===== src/hw/dma_host_pkg.sv =====
// Function
// - Descriptors chain through word 0; each holds a packet or one fragment.
// - Start-of-packet flag marks a single-buffer packet or first fragment.
// - End-of-packet flag marks a single-buffer packet or last fragment.
// - Each fragment gets its own descriptor, placed consecutively in the list.
// - Buffer length is valid byte count, or capacity for empty receive buffer.
// - Packet length, total over fragments, matters only in start-of-packet descriptors.
// - After reset, before enabling, write zero to all sixteen head pointers.
// - Device_owns_flag flag lives only in the start-of-packet descriptor and covers the packet.
// - Writing a head pointer starts an idle queue from that descriptor.
// - A zero next pointer is the only end-of-list mark; always terminate lists.
// - Never rewrite a head pointer while its channel's list is active.
// - Zero-terminate a new sublist, then patch the old tail's null next pointer.
// - On end-of-queue with descriptors left, rewrite the head pointer with them.
// - Acknowledge by writing the completion pointer with the device's value.
// - A descriptor is four consecutive aligned 32-bit words.
// - Word 2 holds buffer offset in bits 31:16 and buffer length in 15:0.
package dma_host_pkg;
  localparam int          NUM_CH      = 16;  // Eight transmit then eight receive
  localparam logic [31:0] NULL_PTR    = 32'h0000_0000;
  localparam logic [31:0] OFF_NEXT    = 32'h0000_0000;
  localparam logic [31:0] OFF_FLAGS   = 32'h0000_000c;
  localparam int          F_SOP       = 31;
  localparam int          F_EOP       = 30;
  localparam int          F_OWN       = 29;
  localparam int          F_QEND      = 28;
  // Device register map outside the controller
  localparam logic [31:0] DEV_HEAD_BASE = 32'h0000_0000;
  localparam logic [31:0] DEV_DONE_BASE = 32'h0000_0040;
  // Controller's own command registers
  localparam logic [7:0]  U_DESC      = 8'h00;
  localparam logic [7:0]  U_BUF       = 8'h04;
  localparam logic [7:0]  U_OFFLEN    = 8'h08;
  localparam logic [7:0]  U_LAUNCH    = 8'h0c;
  localparam logic [7:0]  U_STATUS    = 8'h10;
  localparam logic [7:0]  U_ACTIVE    = 8'h14;
  localparam int          L_CH_LSB    = 16;
  localparam logic [3:0]  LAST_CH     = 4'hf;
  localparam logic [1:0]  LAST_WORD   = 2'h3;

  typedef enum logic [3:0] {
    S_INIT, S_IDLE, S_WDESC, S_LINK, S_DECIDE, S_ATTACH,
    S_RDCP, S_RDFLAGS, S_RDNEXT, S_RESTART, S_ACK
  } host_state_t;

  typedef struct packed {
    logic        valid;
    logic        write;
    logic        dev;    // 1: device register, 0: system memory
    logic [31:0] addr;
    logic [31:0] wdata;
  } bus_req_t;

  typedef struct packed {
    host_state_t st;
    logic [1:0]  word;
    logic [31:0] desc;
    logic [31:0] bufPtr;
    logic [31:0] offLen;
    logic [31:0] launch;
    logic        go;
    logic        pendV;
    logic [3:0]  pendCh;
    logic [31:0] pendHead;
    logic [31:0] pendTail;
    logic [3:0]  svc;
    logic [31:0] done;
    logic [31:0] nxt;
    logic        refused;
    logic        initDone;
    logic [31:0] rdata;
  } ctx_t;
endpackage : dma_host_pkg


===== src/hw/descriptor_queue_host.sv =====
// Local design decisions: strobed register access and the placing of the registers.
`timescale 1ns/1ps
`default_nettype none
module descriptor_queue_host
  import dma_host_pkg::*;
(
  input  wire logic              core_clk,
  input  wire logic              rst,
  input  wire logic              ce,
  input  wire logic [7:0]        regAddr,
  input  wire logic [31:0]       regWdata,
  input  wire logic              regWr,
  input  wire logic              regRd,
  output logic      [31:0]       regRdata,
  output bus_req_t               busReq,
  input  wire logic              busDone,
  input  wire logic [31:0]       busRdata,
  input  wire logic [NUM_CH-1:0] devIrq
);
  ctx_t              c_reg;
  ctx_t              c_next;
  logic [31:0]       tail_reg    [NUM_CH];
  logic [31:0]       tail_next   [NUM_CH];
  logic [31:0]       lastAck_reg [NUM_CH];
  logic [31:0]       lastAck_next[NUM_CH];
  logic [NUM_CH-1:0] active_reg;
  logic [NUM_CH-1:0] active_next;
  logic [3:0]        launchCh;
  logic [3:0]        irqCh;
  logic              irqAny;
  logic [31:0]       chainHead;

  assign launchCh  = c_reg.launch[L_CH_LSB+3:L_CH_LSB];
  // Whole packet goes to the device at once, so it never sees a half-built chain
  assign chainHead = c_reg.pendV ? c_reg.pendHead : c_reg.desc;
  assign regRdata  = c_reg.rdata;

  // Lowest pending channel interrupt wins
  always_comb begin
    irqCh  = 4'h0;
    irqAny = 1'b0;
    for (int i = NUM_CH - 1; i >= 0; i--) begin
      if (devIrq[i]) begin
        irqCh  = i[3:0];
        irqAny = 1'b1;
      end
    end
  end

  // Next-state logic for command registers and the queue walker
  always_comb begin
    c_next       = c_reg;
    tail_next    = tail_reg;
    lastAck_next = lastAck_reg;
    active_next  = active_reg;
    busReq       = '0;
    c_next.rdata = 32'h0000_0000;
    if (regRd) begin
      unique case (regAddr)
        U_DESC:   c_next.rdata = c_reg.desc;
        U_BUF:    c_next.rdata = c_reg.bufPtr;
        U_OFFLEN: c_next.rdata = c_reg.offLen;
        U_LAUNCH: c_next.rdata = c_reg.launch;
        U_STATUS: c_next.rdata = {28'h0, c_reg.refused, c_reg.pendV,
                                  c_reg.initDone, c_reg.go};
        U_ACTIVE: c_next.rdata = {16'h0, active_reg};
        default:  c_next.rdata = 32'h0000_0000;
      endcase
    end
    // Staging stays frozen while a submission is being written out
    if (regWr) begin
      if (regAddr == U_STATUS) begin
        c_next.refused = 1'b0;
      end else if (c_reg.go || !c_reg.initDone) begin
        c_next.refused = 1'b1;
      end else begin
        unique case (regAddr)
          U_DESC:   c_next.desc   = {regWdata[31:2], 2'b00};
          U_BUF:    c_next.bufPtr = regWdata;
          U_OFFLEN: c_next.offLen = regWdata;
          U_LAUNCH: begin
            if (c_reg.pendV && c_reg.pendCh != regWdata[L_CH_LSB+3:L_CH_LSB]) begin
              c_next.refused = 1'b1; // Fragments of one packet stay together
            end else begin
              c_next.launch = regWdata;
              c_next.go     = 1'b1;
            end
          end
          default: ;
        endcase
      end
    end
    unique case (c_reg.st)
      // Clear every head pointer before the device is enabled
      S_INIT: begin
        busReq = '{1'b1, 1'b1, 1'b1, DEV_HEAD_BASE + {26'h0, c_reg.svc, 2'b00},
                   NULL_PTR};
        if (busDone) begin
          c_next.svc = c_reg.svc + 4'h1;
          if (c_reg.svc == LAST_CH) begin
            c_next.initDone = 1'b1;
            c_next.st       = S_IDLE;
          end
        end
      end
      S_IDLE: begin
        if (c_reg.go) begin
          c_next.word = 2'h0;
          c_next.st   = S_WDESC;
        end else if (irqAny) begin
          c_next.svc = irqCh;
          c_next.st  = S_RDCP;
        end
      end
      // New descriptor goes out already null-terminated
      S_WDESC: begin
        busReq.valid = 1'b1;
        busReq.write = 1'b1;
        busReq.addr  = c_reg.desc + {28'h0, c_reg.word, 2'b00};
        unique case (c_reg.word)
          2'h0: busReq.wdata = NULL_PTR;
          2'h1: busReq.wdata = c_reg.bufPtr;
          2'h2: busReq.wdata = c_reg.offLen;
          2'h3: busReq.wdata = {c_reg.launch[F_SOP], c_reg.launch[F_EOP],
                                c_reg.launch[F_SOP], 1'b0, 12'h000,
                                c_reg.launch[15:0]};
        endcase
        if (busDone) begin
          c_next.word = c_reg.word + 2'h1;
          if (c_reg.word == LAST_WORD) begin
            c_next.st = c_reg.pendV ? S_LINK : S_DECIDE;
          end
        end
      end
      // Chain this fragment behind the previous one of the same packet
      S_LINK: begin
        busReq = '{1'b1, 1'b1, 1'b0, c_reg.pendTail + OFF_NEXT, c_reg.desc};
        if (busDone) begin
          c_next.st = S_DECIDE;
        end
      end
      S_DECIDE: begin
        if (c_reg.launch[F_EOP]) begin
          c_next.st = S_ATTACH;
        end else begin
          c_next.pendV    = 1'b1;
          c_next.pendCh   = launchCh;
          c_next.pendHead = chainHead;
          c_next.pendTail = c_reg.desc;
          c_next.go       = 1'b0;
          c_next.st       = S_IDLE;
        end
      end
      // Patch the live tail, or start an idle channel through its head pointer
      S_ATTACH: begin
        if (active_reg[launchCh]) begin
          busReq = '{1'b1, 1'b1, 1'b0, tail_reg[launchCh] + OFF_NEXT, chainHead};
        end else begin
          busReq = '{1'b1, 1'b1, 1'b1, DEV_HEAD_BASE + {26'h0, launchCh, 2'b00},
                     chainHead};
        end
        if (busDone) begin
          tail_next[launchCh]   = c_reg.desc;
          active_next[launchCh] = 1'b1;
          c_next.pendV          = 1'b0;
          c_next.go             = 1'b0;
          c_next.st             = S_IDLE;
        end
      end
      S_RDCP: begin
        busReq = '{1'b1, 1'b0, 1'b1, DEV_DONE_BASE + {26'h0, c_reg.svc, 2'b00},
                   32'h0};
        if (busDone) begin
          c_next.done = busRdata;
          // The line lingers a few cycles after an acknowledge; skip repeats
          if (busRdata == NULL_PTR || busRdata == lastAck_reg[c_reg.svc]) begin
            c_next.st = S_IDLE;
          end else begin
            c_next.st = S_RDFLAGS;
          end
        end
      end
      S_RDFLAGS: begin
        busReq = '{1'b1, 1'b0, 1'b0, c_reg.done + OFF_FLAGS, 32'h0};
        if (busDone) begin
          if (!busRdata[F_QEND]) begin
            c_next.st = S_ACK;
          end else if (c_reg.done == tail_reg[c_reg.svc]) begin
            active_next[c_reg.svc] = 1'b0;
            c_next.st              = S_ACK;
          end else begin
            c_next.st = S_RDNEXT;
          end
        end
      end
      // Device stopped before seeing the patch: fetch what it missed
      S_RDNEXT: begin
        busReq = '{1'b1, 1'b0, 1'b0, c_reg.done + OFF_NEXT, 32'h0};
        if (busDone) begin
          c_next.nxt = busRdata;
          if (busRdata == NULL_PTR) begin
            active_next[c_reg.svc] = 1'b0;
            c_next.st              = S_ACK;
          end else begin
            c_next.st = S_RESTART;
          end
        end
      end
      S_RESTART: begin
        busReq = '{1'b1, 1'b1, 1'b1, DEV_HEAD_BASE + {26'h0, c_reg.svc, 2'b00},
                   c_reg.nxt};
        if (busDone) begin
          c_next.st = S_ACK;
        end
      end
      // Acknowledge with exactly the value the device reported
      S_ACK: begin
        busReq = '{1'b1, 1'b1, 1'b1, DEV_DONE_BASE + {26'h0, c_reg.svc, 2'b00},
                   c_reg.done};
        if (busDone) begin
          lastAck_next[c_reg.svc] = c_reg.done;
          c_next.st               = S_IDLE;
        end
      end
      default: c_next.st = S_IDLE;
    endcase
  end

  // State registers; clock enable freezes everything
  always_ff @(posedge core_clk) begin
    if (rst) begin
      c_reg      <= '0;
      active_reg <= '0;
      for (int i = 0; i < NUM_CH; i++) begin
        tail_reg[i]    <= NULL_PTR;
        lastAck_reg[i] <= NULL_PTR;
      end
    end else if (ce) begin
      c_reg       <= c_next;
      active_reg  <= active_next;
      tail_reg    <= tail_next;
      lastAck_reg <= lastAck_next;
    end
  end
endmodule : descriptor_queue_host
`default_nettype wire


===== config.mk =====
export PLATFORM = sky130hd
export DESIGN_NAME = descriptor_queue_host
export DESIGN_NICKNAME = d
export VERILOG_FILES = /design/src/hw/dma_host_pkg.sv /design/src/hw/descriptor_queue_host.sv
export SDC_FILE = /design/constraint.sdc
export NUM_CORES = 2
export LEC_CHECK = 0
export ABC_AREA = 1
export CORE_ASPECT_RATIO = 2
export CORE_MARGIN = 3
export CORE_UTILIZATION = 25
export DETAILED_ROUTE_END_ITERATION = 8
export DONT_BUFFER_PORTS = 1
export PLACE_DENSITY = 0.36
export SLEW_MARGIN = 10
export SYNTH_ARGS = -nofsm -noshare
export SYNTH_HDL_FRONTEND = slang
export SYNTH_SLANG_ARGS = --single-unit

===== constraint.sdc =====
create_clock -name core_clk -period 3.2 [get_ports core_clk]
set_input_delay 0.48 -clock core_clk [delete_from_list [all_inputs] [get_ports core_clk]]
set_output_delay 0.48 -clock core_clk [all_outputs]
set_load 0.02 [all_outputs]

==> key figures <==
Run status
  – Status: finished with violations
  – Failing checks: negative hold slack, negative setup slack

Placed design
  – Area after DPL: 73,700 µm²
  – Port bufs: 0
  – Pre-CTS setup slack: -276 ps
  – HPWL after detailed placement: 279 mm
  – Routability congestion estimate: 0.936
  – DP Cell Count: 12,900

Yosys
  – Synthesized Nets: 9,687
  – Avg Inst Size Synth: 6.74 µm²
  – Ys flop type: dfxtp_1
  – Distinct cells, synth: 57
  – Post-synth EDFFs: 0
  – Mapped Area: 64,600 µm²
  – Post-synthesis sequential area ratio: 40.6%
  – Post-synthesis register bit count: 1,310
  – Ys Warns: 0
  – Asr flop ratio synth: 0%
  – Synthesized instance count: 9,581

Layout
  – Nets: 10,100
  – Non-Filler Instances: 13,500
  – Most common cell after layout, fill and taps aside: nand2_1
  – Post-route cell area: 86,400 µm²
  – Commonest cells after routing, fill and taps aside: 1,563 x nand2_1, 1,549 x o21ai_0, 1,374 x a21oi_1
  – Fill cell count: 27,600
  – Max reg flops: 512
  – Synthesis-to-layout area growth: 33.7%
  – Seq. cell area: 26,300 µm²
  – Layout cells sized above 1: 18.6%
  – Footprint of the multi-input gates: 34,000 µm²

Floorplan
  – Initial core utilization: 25.2%
  – Die Ht: 725 µm
  – # rows: 263
  – Top Ports: 193
  – Die W: 365 µm
  – DIE AREA: 265,000 µm²
  – Core area: 257,000 µm²

Run
  – Max Cap Violations: 0

Global routing
  – Vias in the first global route: 68,000
  – Global-route wire length before repair: 545 mm
  – Routing usage on met1: 29.7%
  – Largest net degree at the start of global routing: 132
  – Gr usage total: 29.1%
  – Remaining global-route overflow: 0
  – Met2 Usage GRT: 51.8%
  – Antenna violations before repair: 24
  – Global routing's busiest layer: met2
  – GR Util met3: 4.09%

Timing
  – Worst slew pin tran: 1030 ps
  – F_max: 246 MHz
  – Final period util: 127%
  – RSZ-0062 raised after global routing: true
  – Final number of max-transition violations: 0
  – Final setup viols: 63
  – Hold Slack: -22.7 ps
  – Clock Skews: 52.2 ps
  – Setup ws final: -861 ps
  – Minimum clock period: 4060 ps
  – Hold Vio Cnt, Final: 3
  – Max-slew headroom: 30.7%

Worst setup path
  – CP max FO: 3
  – Max stage delay cell, worst path: dfxtp_2
  – Critical path endpoint: busReq[63]
  – Setup Crit Path Kind: reg2out
  – R2R depth: 22
  – CP Launch Type: register
  – Worst reg2reg path endpoint: active_reg[11]
  – Crit-path max cell delay: 360 ps
  – Worst-path cell chain: ha_4, buf_4, nand2_1, inv_1, o21ai_2, nor2_1, nand2_1, buf_4, buf_6, inv_4, nand4_1, nor2_2, nand2_2, nor3_2, o22ai_2, a21oi_1, o211ai_1, buf_4, buf_12
  – CP Capture Type: output pin
  – Setup slack, reg-to-reg: 60 ps
  – Required time of the critical path: 2720 ps
  – Arr. time, crit path: 3580 ps
  – Reg2reg start: c_reg[98]
  – CP Launch Point: c_reg[270]
  – Cell mode on critical path: buf_4

Routing
  – DRC Markers: 0
  – WL per Instance: 29.9 µm
  – DRT iter0 DRCs: 5,414
  – Final wirelength: 403 mm
  – First-pass DRT Iterations: 8
  – Final ANT Viol Nets: 0
  – Vias: 70,600
  – Post-DR vias/cell: 5.24

Clock tree
  – H-tree levels: 4
  – Clock Latency Late Sink: 850 ps
  – Max Root-Sink Buffers: 4
  – CTS tree: built
  – Cts bufs inserted: 147
  – CTS Sinks: 1,310
  – Clock-pin slew on the worst setup and hold paths: 80 ps
  – Root Driver: clkbuf_16

Min path
  – Hold Crit Class: in2reg

Power and ir drop
  – Peak VDD IR: 0.412 mV
  – Leak Pwr: 0.0336 µW
  – Power Density: 511 nW/µm²
[worst min-delay path by stage]
stage | end | from | cells after the start
global route | c_reg[248] | rst | 3
global placement | c_reg[165] | c_reg[165] | 2
detailed placement | c_reg[142] | c_reg[142] | 2
finish | c_reg[184] | rst | 3
CTS | c_reg[184] | rst | 3
floorplan | c_reg[105] | c_reg[105] | 2
[cells by family after synthesis]
group	Yosys count	share of synthesized area [%]
compound gates	3640	30.2
buf+inv	1887	12.0
xor+xnor	8	0.109
flops	1310	40.6
fa+ha+maj	12	0.244
simple gates	2724	16.9
[final cells by class]
class                           count  share of cell area (%)
Clock buffer                      212                    5.04
Inverter                         1038                    4.62
Clock inverter                     41                   0.530
Tap cell                         3312                    4.80
Timing Repair Buffer             1151                    15.2
Antenna cell                        6                  0.0174
Sequential cell                  1310                    30.4
Timing Repair inverter              1                  0.0188
Multi-Input combinational cell   6385                    39.3
[through the flow]
| stage | hold slack [ps] | utilization, % | setup TNS, ps | total power (µW) |
|---|---|---|---|---|
| 3_3_place_gp | 430 | 28.7 | -5170 | 25000 |
| 5_1_grt | 25.7 | 33.6 | -36330 | 45600 |
| 2_1_floorplan | 424 | - | 0 | 21200 |
| 6_report | -22.7 | 33.7 | -29880 | 44200 |
| 3_5_place_dp | 436 | 28.7 | -4810 | 25000 |
| 4_1_cts | 9.35 | 32.8 | -34900 | 43900 |
[worst max-delay path, delay by kind of cell, from the launching register on]
family,cells,cell delay (ps)
AOI/OAI and AO/OA,4,490
buffers and inverters,7,800
DFF,1,360
and+or+nand+nor,7,900
adders and majority gates,1,150
[repair_timing]
action	4_1_cts	5_1_grt
hold buffers	72	0
setup buffers	173	83
gates resized for setup	715	365
hold endpoints to repair	238	0
pin swaps	146	177
setup endpoints to repair	83	83
cloned	24	19
[power by group]
group | switching [µW] | leakage (µW) | internal (µW) | total [µW]
Clock | 7840 | 0.00239 | 10200 | 18000
Combinational | 6300 | 0.0207 | 3390 | 9690
Sequential | 69.9 | 0.0106 | 16400 | 16500
Total | 14200 | 0.0336 | 30000 | 44200
[layer usage]
layer | vias up | wire (µm)
li1 | 32900 | -
met1 | 34100 | 138000
met2 | 2519 | 201000
met3 | 1035 | 19900
met4 | 12 | 43100
met5 | - | 85
[Yosys cell counts (11+ instances only)]
library cell | number | share of area [%]
nand2_1 | 1697 | 9.9
o21ai_0 | 1655 | 13
a21oi_1 | 1410 | 11
dfxtp_1 | 1310 | 41
inv_1 | 1006 | 5.8
nor2_1 | 623 | 3.6
clkbuf_1 | 609 | 3.5
nand3_1 | 260 | 2.0
o221ai_1 | 156 | 2.1
o22ai_1 | 150 | 1.5
buf_2 | 105 | 0.81
a22oi_1 | 80 | 0.93
o21ai_1 | 79 | 0.61
buf_4 | 61 | 0.71
nor3_1 | 53 | 0.41
o211ai_1 | 52 | 0.60
nand4_1 | 47 | 0.46
buf_1 | 36 | 0.21
buf_6 | 33 | 0.58
nor4_1 | 21 | 0.20
inv_2 | 16 | 0.093
clkinv_1 | 14 | 0.081
a31oi_1 | 11 | 0.11
ha_1 | 11 | 0.21
No activity file was read; power rests on OpenSTA's default activity.
